### src/hw/temp_readout_params.svh
// constants for the temperature result readout block
`ifndef TEMP_READOUT_PARAMS_SVH
`define TEMP_READOUT_PARAMS_SVH

`define TR_SLAVE_ADDR 7'h48
`define TR_PTR_TEMP 8'h00
`define TR_PTR_RESET 8'h00
`define TR_RESULT_RESET 13'h0000
`define TR_WORD_ZERO 16'h0000
`define TR_BYTE_ZERO 8'h00
`define TR_BITS_PER_BYTE 4'h8
`define TR_CNT_ZERO 4'h0
`define TR_CNT_ONE 4'h1
`define TR_TOP_BIT 3'h7

`endif

### src/hw/temp_readout_pkg.sv
// types for the temperature result readout block
package temp_readout_pkg;
  typedef enum logic [2:0] {
    ST_IDLE = 3'h0,
    ST_ADDR = 3'h1,
    ST_ACK  = 3'h2,
    ST_RXB  = 3'h3,
    ST_TXB  = 3'h4,
    ST_MACK = 3'h5
  } serial_state_t;
endpackage

### src/hw/temperature_result_readout.sv
// temperature result register behind a two-wire serial slave port
`timescale 1ns/100ps
`include "temp_readout_params.svh"

module temperature_result_readout (
  input wire logic sys_clk_i,
  input wire logic rst_i,
  input wire logic conv_done_i,
  input wire logic [12:0] conv_temp_i,
  input wire logic extended_range_select_i,
  input wire logic scl_i,
  input wire logic sda_i,
  output logic sda_o,
  output logic sda_oe_o,
  output logic [12:0] temp_result_o
);

  // ----------------------------------------------------------------
  // pin synchronisers
  // ----------------------------------------------------------------
  logic scl_m_q, scl_s_q, scl_p_q;
  logic sda_m_q, sda_s_q, sda_p_q;

  always_ff @(posedge sys_clk_i) begin
    if (rst_i) begin
      scl_m_q <= 1'b1;
      scl_s_q <= 1'b1;
      scl_p_q <= 1'b1;
      sda_m_q <= 1'b1;
      sda_s_q <= 1'b1;
      sda_p_q <= 1'b1;
    end else begin
      scl_m_q <= scl_i;
      scl_s_q <= scl_m_q;
      scl_p_q <= scl_s_q;
      sda_m_q <= sda_i;
      sda_s_q <= sda_m_q;
      sda_p_q <= sda_s_q;
    end
  end

  logic scl_rise, scl_fall, bus_start, bus_stop;
  assign scl_rise = scl_s_q & ~scl_p_q;
  assign scl_fall = ~scl_s_q & scl_p_q;
  assign bus_start = scl_s_q & scl_p_q & sda_p_q & ~sda_s_q;
  assign bus_stop = scl_s_q & scl_p_q & ~sda_p_q & sda_s_q;

  // ----------------------------------------------------------------
  // result register
  // ----------------------------------------------------------------
  logic [12:0] temp_q;

  always_ff @(posedge sys_clk_i) begin
    if (rst_i) begin
      temp_q <= `TR_RESULT_RESET;
    end else if (conv_done_i) begin
      temp_q <= conv_temp_i;
    end
  end

  assign temp_result_o = temp_q;

  // value is left-justified, flag in bit 0, padding zero
  function automatic logic [15:0] fmt_word(input logic [12:0] t,
                                           input logic em);
    if (em) begin
      fmt_word = {t, 2'h0, em};
    end else begin
      fmt_word = {t[11:0], 3'h0, em};
    end
  endfunction

  // ----------------------------------------------------------------
  // serial slave state machine
  // ----------------------------------------------------------------
  temp_readout_pkg::serial_state_t state_q;
  logic [3:0] cnt_q;
  logic [7:0] shift_q;
  logic [7:0] ptr_q;
  logic [15:0] word_q;
  logic rw_q, ptr_next_q, byte_sel_q, mack_q, oe_q, sda_q;
  logic [7:0] cur_byte;
  logic snap;

  assign cur_byte = byte_sel_q ? word_q[7:0] : word_q[15:8];
  assign snap = scl_fall && (state_q == temp_readout_pkg::ST_ADDR) &&
                (cnt_q == `TR_BITS_PER_BYTE) &&
                (shift_q[7:1] == `TR_SLAVE_ADDR) && shift_q[0];

  always_ff @(posedge sys_clk_i) begin
    if (rst_i) begin
      state_q <= temp_readout_pkg::ST_IDLE;
      cnt_q <= `TR_CNT_ZERO;
      shift_q <= `TR_BYTE_ZERO;
      ptr_q <= `TR_PTR_RESET;
      word_q <= `TR_WORD_ZERO;
      rw_q <= 1'b0;
      ptr_next_q <= 1'b0;
      byte_sel_q <= 1'b0;
      mack_q <= 1'b0;
      oe_q <= 1'b0;
    end else if (bus_stop) begin
      state_q <= temp_readout_pkg::ST_IDLE;
      oe_q <= 1'b0;
    end else if (bus_start) begin
      state_q <= temp_readout_pkg::ST_ADDR;
      cnt_q <= `TR_CNT_ZERO;
      oe_q <= 1'b0;
    end else begin
      case (state_q)
        temp_readout_pkg::ST_ADDR,
        temp_readout_pkg::ST_RXB: begin
          if (scl_rise) begin
            shift_q <= {shift_q[6:0], sda_s_q};
            cnt_q <= cnt_q + `TR_CNT_ONE;
          end else if (scl_fall && cnt_q == `TR_BITS_PER_BYTE) begin
            if (state_q == temp_readout_pkg::ST_RXB) begin
              if (ptr_next_q) begin
                ptr_q <= shift_q;
              end
              ptr_next_q <= 1'b0;
              state_q <= temp_readout_pkg::ST_ACK;
              oe_q <= 1'b1;
            end else if (shift_q[7:1] == `TR_SLAVE_ADDR) begin
              rw_q <= shift_q[0];
              ptr_next_q <= ~shift_q[0];
              byte_sel_q <= 1'b0;
              if (shift_q[0]) begin
                // frozen here so a conversion mid-read cannot tear the word
                word_q <= (ptr_q == `TR_PTR_TEMP) ?
                  fmt_word(temp_q, extended_range_select_i) :
                  `TR_WORD_ZERO;
              end
              state_q <= temp_readout_pkg::ST_ACK;
              oe_q <= 1'b1;
            end else begin
              state_q <= temp_readout_pkg::ST_IDLE;
            end
          end
        end
        temp_readout_pkg::ST_ACK: begin
          if (scl_fall) begin
            cnt_q <= `TR_CNT_ZERO;
            if (rw_q) begin
              state_q <= temp_readout_pkg::ST_TXB;
              oe_q <= ~cur_byte[`TR_TOP_BIT];
            end else begin
              state_q <= temp_readout_pkg::ST_RXB;
              oe_q <= 1'b0;
            end
          end
        end
        temp_readout_pkg::ST_TXB: begin
          if (scl_rise) begin
            cnt_q <= cnt_q + `TR_CNT_ONE;
          end else if (scl_fall) begin
            if (cnt_q == `TR_BITS_PER_BYTE) begin
              state_q <= temp_readout_pkg::ST_MACK;
              oe_q <= 1'b0;
            end else begin
              oe_q <= ~cur_byte[`TR_TOP_BIT - cnt_q[2:0]];
            end
          end
        end
        temp_readout_pkg::ST_MACK: begin
          if (scl_rise) begin
            mack_q <= ~sda_s_q;
          end else if (scl_fall) begin
            cnt_q <= `TR_CNT_ZERO;
            if (mack_q) begin
              // msb byte then lsb byte, wrapping on longer reads
              byte_sel_q <= ~byte_sel_q;
              oe_q <= byte_sel_q ? ~word_q[15] : ~word_q[7];
              state_q <= temp_readout_pkg::ST_TXB;
            end else begin
              // early not-acknowledge simply ends the read
              state_q <= temp_readout_pkg::ST_IDLE;
            end
          end
        end
        default: begin
          oe_q <= 1'b0;
        end
      endcase
    end
  end

  // open-drain: only ever pulls low
  always_ff @(posedge sys_clk_i) begin
    if (rst_i) begin
      sda_q <= 1'b0;
    end else begin
      sda_q <= 1'b0;
    end
  end

  assign sda_o = sda_q;
  assign sda_oe_o = oe_q;

  // ----------------------------------------------------------------
  // assertions
  // ----------------------------------------------------------------
  logic in_tx, ptr_wr;
  assign in_tx = (state_q == temp_readout_pkg::ST_TXB) ||
                 (state_q == temp_readout_pkg::ST_MACK);
  assign ptr_wr = scl_fall && (state_q == temp_readout_pkg::ST_RXB) &&
                  (cnt_q == `TR_BITS_PER_BYTE) && ptr_next_q &&
                  !bus_stop && !bus_start;
endmodule

### config.mk
export PLATFORM = sky130hd
export DESIGN_NAME = temperature_result_readout
export DESIGN_NICKNAME = d
export VERILOG_FILES = /design/src/hw/temp_readout_pkg.sv /design/src/hw/temperature_result_readout.sv
export VERILOG_INCLUDE_DIRS = /design/src /design/src/hw
export SDC_FILE = /design/constraint.sdc
export NUM_CORES = 1
export LEC_CHECK = 0
export ABC_CLOCK_PERIOD_IN_PS = 2400
export BUFFER_PORTS_ARGS = -buffer_cell sky130_fd_sc_hd__buf_2
export CORE_UTILIZATION = 31
export CTS_CLUSTER_SIZE = 20
export DETAILED_ROUTE_END_ITERATION = 7
export PLACE_DENSITY = 0.54
export SLEW_MARGIN = 20
export SYNTH_ARGS = -nofsm -noshare
export SYNTH_HDL_FRONTEND = slang
export SYNTH_SLANG_ARGS = --single-unit
### constraint.sdc
create_clock -name sys_clk_i -period 2.4 [get_ports sys_clk_i]
set_input_delay 0.24 -clock sys_clk_i [delete_from_list [all_inputs] [get_ports sys_clk_i]]
set_output_delay 0.24 -clock sys_clk_i [all_outputs]
set_load 0.02 [all_outputs]
* Word level (Yosys, flattened, before mapping)
Index checks and enable logic that the tools add are counted.
** Word-level totals
- Flip-flop bits (word level) :: 63
- Latch bits :: 0
- Memories kept :: 0
- Bits in read-only memories :: 0
- Input port bits :: 19
- Output and inout port bits :: 15
- Memory bits (writable) :: 0
- Logic and storage cells :: 140
** Cells by class
- Order comparisons :: 1
- Muxes and demuxes :: 48
- Divide/modulo/power cells :: 0
- Bitwise gates (word level) :: 21
- Shift operators :: 0
- Multiply operators :: 0
- Add/sub/neg operators :: 2
- Equal/unequal tests :: 28
- Reduce and logical (&&, ||, !) cells :: 22
** Operators by type and width (count)
- $mux W16 :: 2
- $mux W3 :: 10
- $reduce_and A9 Y1 :: 3
- $mux W1 :: 24
- $ne A3 B3 Y1 const B :: 8
- $ne A2 B2 Y1 const B :: 10
- $mux W4 :: 4
- $not A1 Y1 :: 14
- $reduce_and A7 Y1 :: 2
- $pmux W3 S4 :: 1
- $pmux W4 S3 :: 1
- $reduce_and A4 Y1 :: 3
- $reduce_and A10 Y1 :: 1
- $logic_not A8 Y1 :: 1
- $mux W8 :: 1
- $reduce_and A8 Y1 :: 1
- $reduce_bool A4 Y1 :: 2
- $and A1 B1 Y1 :: 7
- $eq A7 B7 Y1 const B :: 1
- $eq A3 B2 Y1 const B :: 2
- $eq A3 B3 Y1 const B :: 2
- $reduce_and A6 Y1 :: 1
- $reduce_or A3 Y1 :: 2
- $reduce_bool A5 Y1 :: 1
- other kinds (15) :: 18

* Longest topological paths before layout
Gate-level depths: netlist (run 1).
- Depth after elaboration :: 8
- Depth in mapped cells :: 8
- Depth with buffers taken out :: 7

* Worst setup path before layout (run 1)
OpenSTA, ideal clock, no wires.
- Path type :: register -> register
- Start point :: register scl_s_q
- End point :: register cnt_q[1]
- Data required time :: 2.330 ns
- Stages on the path, launching flop included :: 6
- Setup time :: 0.070 ns
- Period minus slack after synthesis :: 1.721 ns
- Buffers on the path :: 0
- Slack :: 0.679 ns
- Arrival time :: 1.651 ns
- Path through :: dfxtp_1 -> or3b_1 -> a21oi_2 -> nor3_2 -> or4b_1 -> a21oi_1
** Between the ends
- Longest elaborated chain between the ends :: 6
- Elaborated cells on any way between the ends :: 17
- Classes of those cells :: eq/ne (2); mux (4); bitwise (9); reduce/logical (2)
** Ends and longest elaborated chain
- from (decl) :: RTL line temperature_result_readout.sv:21 : logic scl_m_q, scl_s_q, scl_p_q;
- from (signal assigned) :: RTL line temperature_result_readout.sv:34 : scl_s_q <= scl_m_q;
- $not A1 Y1 :: RTL line temperature_result_readout.sv:44 : assign scl_fall = ~scl_s_q & scl_p_q;
- $and A1 B1 Y1 :: RTL line temperature_result_readout.sv:44
- $mux W4 (2 in series)
- $pmux W4 S3
- $mux W4 :: RTL line temperature_result_readout.sv:105 : end else if (bus_start) begin
- to (signal assigned) :: RTL line temperature_result_readout.sv:93 : cnt_q <= `TR_CNT_ZERO;
- to (signal assigned) :: RTL line temperature_result_readout.sv:107 : cnt_q <= `TR_CNT_ZERO;
- to (signal assigned) :: RTL line temperature_result_readout.sv:115 : cnt_q <= cnt_q + `TR_CNT_ONE;
- to (decl) :: RTL line temperature_result_readout.sv:77 : logic [3:0] cnt_q;
Several ways; a longest one is shown, not always the timed one. The select of a mux whose other input is x is not followed.
A chain may end at the register's enable or synchronous reset.

* Worst setup path after layout (run 1)
- Start point :: register state_q[0]
- End point :: register ptr_q[3]
** Between the ends
- Longest elaborated chain between the ends :: 3
- Elaborated cells on any way between the ends :: 4
- Classes of those cells :: eq/ne (2); reduce/logical (2)
** Ends and longest elaborated chain
- from (decl) :: RTL line temperature_result_readout.sv:76 : temp_readout_pkg::serial_state_t state_q;
- from (signal assigned) :: RTL line temperature_result_readout.sv:92 : state_q <= temp_readout_pkg::ST_IDLE;
- from (signal assigned) :: RTL line temperature_result_readout.sv:103 : state_q <= temp_readout_pkg::ST_IDLE;
- from (signal assigned) :: RTL line temperature_result_readout.sv:106 : state_q <= temp_readout_pkg::ST_ADDR;
- $eq A3 B1 Y1 or $eq A3 B2 Y1 (tied branches) :: RTL line temperature_result_readout.sv:110, temperature_result_readout.sv:117
- $reduce_or A2 Y1 :: RTL line temperature_result_readout.sv:110 : case (state_q)
- $reduce_and A7 Y1 (no source line) *
- to (signal assigned) :: RTL line temperature_result_readout.sv:95 : ptr_q <= `TR_PTR_RESET;
- to (signal assigned) :: RTL line temperature_result_readout.sv:119 : ptr_q <= shift_q;
- to (decl) :: RTL line temperature_result_readout.sv:79 : logic [7:0] ptr_q;
Every way passes the cells marked *; elsewhere a longest branch is shown, timed or not.

==> metrics.cfg, run 1 <==
[run_status]
status=complete, no violations

[cts]
postCtsSetupBuffers=0
hold_buffers=0
clock_latency_ns=0.34
cts.sinks=61
cts_root_buf=clkbuf_8
cts_buffers=9
ctsResizeCount=0
path_clk_slew_ns=0.07
cts_buffer_depth=2
cts_tree=done
cts_max_level=3

[logic_synthesis]
synth.most_common_cell=dfxtp_1
yosys.area_share.simple_pct=23.6
ys_ff_latch=61
synth_top_cell_by_area=dfxtp_1
syn_nets=336
yosys.area_share.xor_xnor_pct=1.21
synth_edf_count=0
ys_types=50
synth_fa_ha_area_share_pct=0.866
syn_area_per_cell_um2=9.18
synth_top_family_by_area=simple AND/OR/NAND/NOR gates
ys_top_cells_by_count=dfxtp_1, mux2i_1, nor2_1, nand2_1, a21oi_1
yosysSeqAreaShare_pct=42.3
synth_mux_area_share_pct=15.8
syn_area_um2=2890
synth_compound_area_share_pct=12.2
async_flop_share_pct=0
synthCells=315
synth_ff_type=dfxtp_1
synthTopCellsByArea=dfxtp_1, mux2i_1, nor2_1
synth_top_area_share_pct=42.3
yosys_warnings=0

[critical_path]
cp.required_ns=2.61
worstSetupStartpointType=flip-flop
criticalPathCategory=flip-flop to flip-flop
crit_fanout=15
path_cells=nand2b_1 -> nor3_2 -> and3_1 -> mux2i_1 -> nor2_1
critPathCaptureType=flip-flop
r2r-start=state_q[0]$_SDFFE_PP0P_
cp_top_family=simple AND/OR/NAND/NOR gates
r2r_slack_ns=0.31
reg2reg_depth=5
cp_slowest_cell=dfxtp_1
regToRegEndpoint=ptr_q[3]$_SDFFE_PP0P_
crit_cells=5
crit_arrival_ns=2.30
slowest_delay_ns=0.62
crit_buf_inv=0

[die]
die-area_um2=9710
die_x_um=98.6
initial_utilization_pct=32.5
ios=34
die_y_um=98.6
rows=34
core_area_um2=8890

[timing]
hold_viol=0
period_share_pct=87.0
worst_pin_slew_ns=0.628
slew-limit-headroom_pct=58.0
clock_skew_ns=0.00706
rsz0062_at_grt=false
fmax_mhz=479
drv_slew=0
setup-violations-final=0
fin_crit_ns=2.09
tns_ns=0

[placement]
io_buffers=32
post_dp_cell_area_um2=3130
post-place-cells=439
dp_hpwl_um=4320
gp_congestion=0.844

[layout]
drive_gt1_share_pct=19.6
layout.nets=363
antennaDiodeCount=0
stdcell_count=455
final_cell_area_um2=3320
area_delta_synth_final_pct=15.0

[route]
met2_length_um=2680
top_layer=met4
drc=0
drtAntennaViolNets=0
drt_iter0_markers=98
met3WireLength_um=176
drt-met1-wl_um=3220
dr_total_vias=2290
finalWirelength_um=6230
drt-vias-per-instance=5.03
wl_per_cell_um=13.7
first_pass_iters=4

[min_path]
hold_depth=2
hp-class=input pin to flip-flop
worstHoldStart=sda_i
holdPathEnd=sda_m_q$_SDFF_PP1_

[global_route]
grt_pass1_vias=2246
antenna_found_initial=0
track_usage_pct=14.2
grt_max_degree=55
grt_pass1_wl_um=11000
grt_overflow=0

[run]
maxCapViolations=0

[pwr]
p_leak_nw=1.26
vdd_ir_drop_max_mv=0.359
power_density_nw_per_um2=647

-- worst reg2reg max path, cell delays in order (launching register included) --
cell	delay, ns
dfxtp_1	0.62
nand2b_1	0.21
nor3_2	0.35
and3_1	0.49
mux2i_1	0.24
nor2_1	0.05
-- layout make-up --
class,count,area (um^2)
sequential,61,1220
clock inverter,4,47.5
fill,919,5570
inverter,8,30.0
timing repair buffer,36,190
tap,108,135
clock buffer,12,145
multi-input combinational,226,1560
-- logic make-up after synthesis --
| group | after synthesis |
|---|---|
| AOI/OAI and AO/OA | 53 |
| xor gates and xnor gates | 4 |
| adders and majority gates | 2 |
| buffers and inverters | 28 |
| DFF | 61 |
| muxes | 43 |
| other | 1 |
| and+or+nand+nor | 123 |
-- power by group --
group	switching [W]	leakage, nW	total, W	internal, W
logic	0.000101	0.669	0.000181	0.0000797
registers	0.0000308	0.496	0.00107	0.00104
clock network	0.000399	0.0964	0.000904	0.000505
total	0.000531	1.26	0.00215	0.00162
-- sequential cells by signal, summed over array words and instances (netlist names) --
name           count
word_q            14
temp_result_o     13
ptr_q              8
shift_q            8
cnt_q              4
state_q            3
byte_sel_q         1
mack_q             1
ptr_next_q         1
rw_q               1
scl_m_q            1
scl_p_q            1
scl_s_q            1
sda_m_q            1
sda_oe_o           1
sda_p_q            1
sda_s_q            1
-- placed cells by master (no fill, tap or decap), types with 2 or more instances in the layout --
master and instances:
clkbuf_8 10, xor2_1 2, nand3b_1 17, nor2b_1 3, o31ai_1 16, a21oi_1 18
mux2i_1 40, buf_2 32, nand3_1 3, nand4_1 2, mux4_2 2, a32oi_1 2
clkbuf_1 2, nor3_2 2, inv_1 8, nand4bb_1 2, nand2_1 26, nor3_1 2
or2_2 7, dfxtp_1 61, nor2_1 36, xnor2_1 2, a211oi_1 2, nor4_1 2
clkinv_2 2, and3_1 5, nand2b_1 5, o221ai_1 2, buf_4 4, o21ai_0 6
ha_1 2
-- stage by stage --
stage          total power (W)  hold slack (ns)  utilization, %  setup WS [ns]
4_1_cts                0.00219           0.0677            37.4          0.323
3_3_place_gp           0.00127            0.397            35.2          0.376
2_1_floorplan          0.00122            0.344               -          0.679
6_report               0.00215           0.0822            37.4          0.313
3_5_place_dp           0.00127            0.395            35.2          0.345
5_1_grt                0.00226           0.0749            37.4          0.135
-- per-layer routing --
metal / up-vias / track usage, %
li1: 1171 / -
met1: 1071 / 19.6
met2: 38 / 20.5
met3: 10 / 2.62
met4: 0 / 8.61
met5: - / 0
-- how the worst max path moves through the flow --
stage | startpoint | slack (ns) | to
after CTS | state_q[0]$_SDFFE_PP0P_ | 0.32 | ptr_q[3]$_SDFFE_PP0P_
after global routing | state_q[0]$_SDFFE_PP0P_ | 0.13 | ptr_q[7]$_SDFFE_PP0P_
after detailed placement | state_q[0]$_SDFFE_PP0P_ | 0.34 | ptr_q[5]$_SDFFE_PP0P_
after global placement | state_q[0]$_SDFFE_PP0P_ | 0.38 | ptr_q[2]$_SDFFE_PP0P_
final | state_q[0]$_SDFFE_PP0P_ | 0.31 | ptr_q[3]$_SDFFE_PP0P_
after floorplan | scl_s_q$_SDFF_PP1_ | 0.68 | cnt_q[1]$_SDFFE_PP0P_
No activity file was read; power rests on OpenSTA's default activity.
==> inputs of run 2 (changes only) <==
--- a/config.mk
+++ b/config.mk
@@ -7,11 +7,11 @@
 export NUM_CORES = 1
 export LEC_CHECK = 0
 export ABC_CLOCK_PERIOD_IN_PS = 2400
-export BUFFER_PORTS_ARGS = -buffer_cell sky130_fd_sc_hd__buf_2
-export CORE_UTILIZATION = 31
+export BUFFER_PORTS_ARGS = -buffer_cell sky130_fd_sc_hd__buf_4
+export CORE_UTILIZATION = 30
 export CTS_CLUSTER_SIZE = 20
 export DETAILED_ROUTE_END_ITERATION = 7
-export PLACE_DENSITY = 0.54
+export PLACE_DENSITY = 0.53
 export SLEW_MARGIN = 20
 export SYNTH_ARGS = -nofsm -noshare
 export SYNTH_HDL_FRONTEND = slang
==> run 2 against run 1 <==
- final area is 3.7% higher
- first-iteration DRC count down 1.0%
- clock skew up 0.0059 ns
- clock power increased by 5.4%
- combinational power grew 9%
- cell count is 4.6% higher
- worst hold slack gained 0.0017 ns
- sequential share of layout area decreased by 1.3 points
- clock-buffer cell count shrank 3
- worst setup slack lost 0.0067 ns
- global-route usage shrank 0.77 points
- maximum frequency decreased by 0.32%
==> metrics.cfg, run 2 (synthesis gave the netlist of run 1 again) <==
[run_status]
status=complete, no violations  ; unchanged

[global_route]
grt_max_degree=46  ; was 55
grt_pass1_wl_um=10600  ; was 11,000 um
grt_pass1_vias=2160  ; was 2,246
antenna_found_initial=0  ; unchanged
track_usage_pct=13.4  ; was 14.2%
grt_overflow=0  ; unchanged

[cts]
path_clk_slew_ns=0.07  ; about the same
postCtsSetupBuffers=0  ; unchanged
ctsResizeCount=0  ; unchanged
hold_buffers=0  ; unchanged
cts_buffers=9  ; unchanged
cts_tree=done  ; unchanged
cts_buffer_depth=2  ; unchanged
cts.sinks=61  ; unchanged
cts_root_buf=clkbuf_8  ; unchanged
clock_latency_ns=0.34  ; about the same
cts_max_level=3  ; unchanged

[die]
rows=35  ; was 34
die-area_um2=10000  ; was 9710 um^2
initial_utilization_pct=31.1  ; was 32.5%
die_x_um=100  ; was 98.6 um
ios=34  ; unchanged
core_area_um2=9280  ; was 8890 um^2
die_y_um=100  ; was 98.6 um

[critical_path]
critPathCaptureType=flip-flop  ; unchanged
r2r-start=state_q[0]$_SDFFE_PP0P_  ; unchanged
cp_slowest_cell=dfxtp_1  ; unchanged
regToRegEndpoint=ptr_q[6]$_SDFFE_PP0P_  ; was ptr_q[3]$_SDFFE_PP0P_
worstSetupStartpointType=flip-flop  ; unchanged
cp.required_ns=2.61  ; about the same
cp_top_family=simple AND/OR/NAND/NOR gates  ; unchanged
slowest_delay_ns=0.64  ; was 0.62 ns
criticalPathCategory=flip-flop to flip-flop  ; unchanged
reg2reg_depth=5  ; unchanged
path_cells=nand2b_1 -> nor3_2 -> and3_1 -> mux2i_1 -> nor2_1  ; unchanged
crit_buf_inv=0  ; unchanged
crit_fanout=15  ; unchanged
crit_arrival_ns=2.30  ; about the same
r2r_slack_ns=0.31  ; about the same

[min_path]
hold_depth=2  ; unchanged
holdPathEnd=sda_m_q$_SDFF_PP1_  ; unchanged
hp-class=input pin to flip-flop  ; unchanged
worstHoldStart=sda_i  ; unchanged

[timing]
worst_pin_slew_ns=0.618  ; was 0.628 ns
tns_ns=0  ; unchanged
slew-limit-headroom_pct=58.7  ; was 58.0%
clock_skew_ns=0.0129  ; was 0.00706 ns
hold_viol=0  ; unchanged
rsz0062_at_grt=false  ; unchanged
fmax_mhz=478  ; was 479 MHz
period_share_pct=87.2  ; was 87.0%
setup-violations-final=0  ; unchanged
fin_crit_ns=2.09  ; about the same
drv_slew=0  ; unchanged

[route]
first_pass_iters=4  ; unchanged
drt-vias-per-instance=4.88  ; was 5.03
drt_iter0_markers=97  ; was 98
finalWirelength_um=6350  ; was 6230 um
drtAntennaViolNets=0  ; unchanged
wl_per_cell_um=13.3  ; was 13.7 um
dr_total_vias=2323  ; was 2,290
drc=0  ; unchanged

[layout]
final_common_cell=dfxtp_1  ; unchanged
drive_gt1_share_pct=20.2  ; was 19.6%
antennaDiodeCount=0  ; unchanged
layout_common_cells=dfxtp_1, mux2i_1, nor2_1, buf_4, nand2_1  ; was dfxtp_1, mux2i_1, nor2_1
top_register=word_q  ; unchanged
postLayoutCoreUtil_pct=37.1  ; was 37.4%
layout.nets=363  ; unchanged
area_delta_synth_final_pct=19.2  ; was 15.0%
largest_reg_flops=14  ; unchanged

[pwr]
power_density_nw_per_um2=643  ; was 647 nW/um^2
vdd_ir_drop_max_mv=0.237  ; was 0.359 mV
p_leak_nw=1.28  ; was 1.26 nW

[placement]
io_buffers=32  ; unchanged
dp_hpwl_um=4470  ; was 4320 um
gp_congestion=0.862  ; was 0.844

[run]
maxCapViolations=0  ; unchanged

run 2: worst max path at each step:
stage	startpoint	to	slack (ns)	cells after the start
finish	state_q[0]$_SDFFE_PP0P_	ptr_q[6]$_SDFFE_PP0P_	0.31	5
global route	cnt_q[1]$_SDFFE_PP0P_	ptr_q[3]$_SDFFE_PP0P_	0.14	7
CTS	state_q[0]$_SDFFE_PP0P_	ptr_q[6]$_SDFFE_PP0P_	0.29	5
detailed placement	state_q[0]$_SDFFE_PP0P_	ptr_q[5]$_SDFFE_PP0P_	0.30	5
global placement	state_q[0]$_SDFFE_PP0P_	ptr_q[1]$_SDFFE_PP0P_	0.36	5
floorplan	scl_s_q$_SDFF_PP1_	cnt_q[1]$_SDFFE_PP0P_	0.68	5
run 2: power by group:
| part | internal [W] | switching (W) |
|---|---|---|
| clock | 0.000495 | 0.000457 |
| sequential | 0.00104 | 0.0000319 |
| combinational | 0.0000950 | 0.000102 |
| total | 0.00163 | 0.000591 |
run 2: routing by layer:
metal / up-vias / track usage, % / share of wire [%]
met3: 5 / 4.60 / 3.6
met4: 0 / 3.34 / 0.54
met5: - / 0 / 0
met2: 38 / 20.4 / 45
li1: 1178 / - / -
met1: 1102 / 18.2 / 51
run 2: area by class of cell:
type | count | area, um^2
flip-flops and latches | 61 | 1220
clock buffers | 9 | 124
well taps | 129 | 161
multi-input cells | 226 | 1560
repair buffers | 36 | 270
clock inverters | 7 | 83.8
inverters | 8 | 30.0
fillers | 990 | 5840
run 2: stage by stage:
stage,cell area (um^2),power (W),setup WS [ns],instances,hold WS [ns]
finish,3450,0.00222,0.306,476,0.0839
global route,3450,0.00232,0.139,476,0.0646
CTS,3450,0.00225,0.290,476,0.0695
detailed placement,3240,0.00129,0.300,460,0.398
global placement,3240,0.00129,0.358,460,0.396
floorplan,2890,0.00122,0.679,315,0.344
==> inputs of run 3 (changes only) <==
--- a/config.mk
+++ b/config.mk
@@ -6,12 +6,12 @@
 export SDC_FILE = /design/constraint.sdc
 export NUM_CORES = 1
 export LEC_CHECK = 0
-export ABC_CLOCK_PERIOD_IN_PS = 2400
-export BUFFER_PORTS_ARGS = -buffer_cell sky130_fd_sc_hd__buf_4
+export ABC_CLOCK_PERIOD_IN_PS = 1900
+export BUFFER_PORTS_ARGS = -buffer_cell sky130_fd_sc_hd__buf_2
 export CORE_UTILIZATION = 30
 export CTS_CLUSTER_SIZE = 20
 export DETAILED_ROUTE_END_ITERATION = 7
-export PLACE_DENSITY = 0.53
+export PLACE_DENSITY = 0.54
 export SLEW_MARGIN = 20
 export SYNTH_ARGS = -nofsm -noshare
 export SYNTH_HDL_FRONTEND = slang
==> constraint.sdc (replaced) <==
create_clock -name sys_clk_i -period 1.9 [get_ports sys_clk_i]
set_input_delay 0.19 -clock sys_clk_i [delete_from_list [all_inputs] [get_ports sys_clk_i]]
set_output_delay 0.19 -clock sys_clk_i [all_outputs]
set_load 0.02 [all_outputs]
==> run 3 against run 2 <==
- first-iteration DRC count up 9.3%
- global-route usage grew 0.36 points
- clock-buffer cell count is 1 higher
- clock power increased by 35%
- sequential share of layout area is 0.75 points lower
==> metrics.cfg, run 3 (synthesis gave the netlist of run 1 again) <==
[critical_path]
cp_slowest_cell=dfxtp_1  ; unchanged
crit_arrival_ns=1.97  ; was 2.30 ns
cp.required_ns=2.12  ; was 2.61 ns
criticalPathCategory=flip-flop to flip-flop  ; unchanged
reg2reg_depth=8  ; was 5
crit_fanout=8  ; was 15
critPathCaptureType=flip-flop  ; unchanged
worstSetupStartpointType=flip-flop  ; unchanged
path_cells=inv_2 -> ha_4 -> nand3b_1 -> nor3_4 -> and3_4 -> buf_12 -> mux2i_1 -> nor2_1  ; was nand2b_1 -> nor3_2 -> and3_1 -> mux2i_1 -> nor2_1
slowest_delay_ns=0.32  ; was 0.64 ns

[layout]
final_cell_area_um2=3530  ; was 3450 um^2
antennaDiodeCount=0  ; unchanged
fillers=991  ; was 990
multi_input_area_um2=1580  ; was 1560 um^2
layout_common_cells=dfxtp_1, mux2i_1, nor2_1  ; was dfxtp_1, mux2i_1, nor2_1, buf_4, nand2_1
largest_reg_flops=14  ; unchanged
drive_gt1_share_pct=25.2  ; was 20.2%
final_common_cell=dfxtp_1  ; unchanged
stdcell_count=490  ; was 476
layout.nets=377  ; was 363
register_area_um2=1220  ; about the same
top_register=word_q  ; unchanged
area_delta_synth_final_pct=22.2  ; was 19.2%

[die]
die_y_um=100  ; unchanged
die-area_um2=10000  ; unchanged
die_x_um=100  ; unchanged
core_area_um2=9280  ; unchanged
initial_utilization_pct=31.1  ; unchanged
rows=35  ; unchanged
ios=34  ; unchanged

[pwr]
p_leak_nw=1.36  ; was 1.28 nW
vdd_ir_drop_max_mv=0.355  ; was 0.237 mV
power_density_nw_per_um2=817  ; was 643 nW/um^2
fin_total_pwr_w=0.00289  ; was 0.00222 W

[route]
first_pass_iters=4  ; unchanged
drt-vias-per-instance=4.85  ; was 4.88
drc=0  ; unchanged
drt_iter0_markers=106  ; was 97
wl_per_cell_um=13.0  ; was 13.3 um
dr_total_vias=2375  ; was 2,323
drtAntennaViolNets=0  ; unchanged
finalWirelength_um=6370  ; was 6350 um

[cts]
hold_buffers=0  ; unchanged
path_clk_slew_ns=0.07  ; about the same
cts_max_level=3  ; unchanged
cts_buffers=9  ; unchanged
cts_tree=done  ; unchanged
cts_root_buf=clkbuf_8  ; unchanged
cts.sinks=61  ; unchanged
clock_latency_ns=0.34  ; about the same
cts_buffer_depth=2  ; unchanged

[timing]
setup-violations-final=0  ; unchanged
drv_slew=0  ; unchanged
holdWs_ns=0.0282  ; was 0.0839 ns
fin_crit_ns=1.76  ; was 2.09 ns
period_share_pct=92.5  ; was 87.2%
clock_skew_ns=0.00776  ; was 0.0129 ns
rsz0062_at_grt=false  ; unchanged
tns_ns=0  ; unchanged
fmax_mhz=569  ; was 478 MHz
hold_viol=0  ; unchanged

[run_status]
status=complete, no violations  ; unchanged

[placement]
io_buffers=32  ; unchanged
post-place-cells=472  ; was 460
dp_hpwl_um=4370  ; was 4470 um
gp_congestion=0.815  ; was 0.862
post_dp_cell_area_um2=3260  ; was 3240 um^2

[global_route]
busiest_layer=met2  ; unchanged
grt_max_degree=54  ; was 46
track_usage_pct=13.8  ; was 13.4%
met1_usage_pct=19.2  ; was 18.2%
grtUsageMet2_pct=19.8  ; was 20.4%
antenna_found_initial=0  ; unchanged
gr-usage-met3_pct=3.13  ; was 4.60%
grt_pass1_wl_um=10600  ; about the same
grt_overflow=0  ; unchanged
grt_pass1_vias=2198  ; was 2,160

[min_path]
hold_depth=2  ; unchanged
hp-class=input pin to flip-flop  ; unchanged

[run]
maxCapViolations=0  ; unchanged

==> run 3: cell types whose count changed in the layout (fill, tap and decap cells not counted), moves of 2 or more <==
cell / before / now
buf_2: 0 / 32
buf_4: 36 / 16
clkinv_2: 0 / 2
clkinv_4: 3 / 1
dfxtp_1: 61 / 58
dfxtp_2: 0 / 3
inv_1: 8 / 6
inv_2: 0 / 2
==> run 3: timing repair <==
item	4_1_cts	5_1_grt
setup endpoints to repair	0	12
resized for setup	0	10
setup buffers	0	2
==> run 3: path summary, 6_finish.rpt <==
check / startpoint / endpoint / slack (ns)
min: sda_i / sda_m_q$_SDFF_PP1_ / 0.03
max reg2reg: cnt_q[1]$_SDFFE_PP0P_ / ptr_q[2]$_SDFFE_PP0P_ / 0.14
max: cnt_q[1]$_SDFFE_PP0P_ / ptr_q[2]$_SDFFE_PP0P_ / 0.14
min reg2reg: sda_m_q$_SDFF_PP1_ / sda_s_q$_SDFF_PP1_ / 0.41
==> run 3: layout make-up <==
class                   instances  share of cell area (%)
flip-flops and latches         61                    34.7
clock inverters                 6                    2.45
inverters                       8                   0.850
clock buffers                  10                    3.90
repair buffers                 50                    8.82
multi-input cells             226                    44.7
well taps                     129                    4.57
==> run 3: power by group <==
part	leakage, nW	switching, W	internal [W]
Combinational	0.757	0.000142	0.000112
Sequential	0.495	0.0000291	0.00131
Clock	0.112	0.000522	0.000771
==> run 3: stage by stage <==
| step | util [%] | setup WS [ns] |
|---|---|---|
| 4_1_cts | 37.5 | 0.00918 |
| 6_report | 38.0 | 0.143 |
| 3_5_place_dp | 35.1 | 0.0493 |
| 3_3_place_gp | 35.1 | 0.0970 |
| 5_1_grt | 38.0 | 0.00602 |
| 2_1_floorplan | - | 0.179 |
==> run 3: worst max-delay path, delay by kind of cell, from the launching register on <==
kind	cells	cell delay, ns
flops	1	0.32
buf+inv	2	0.21
mux	1	0.20
simple gates	4	0.76
fa+ha+maj	1	0.14
==> run 3: layer usage <==
metal | vias to the layer above | wire length, um
li1 | 1198 | -
met1 | 1122 | 3260
met2 | 45 | 2740
met3 | 10 | 252
met4 | 0 | 124
met5 | - | 0
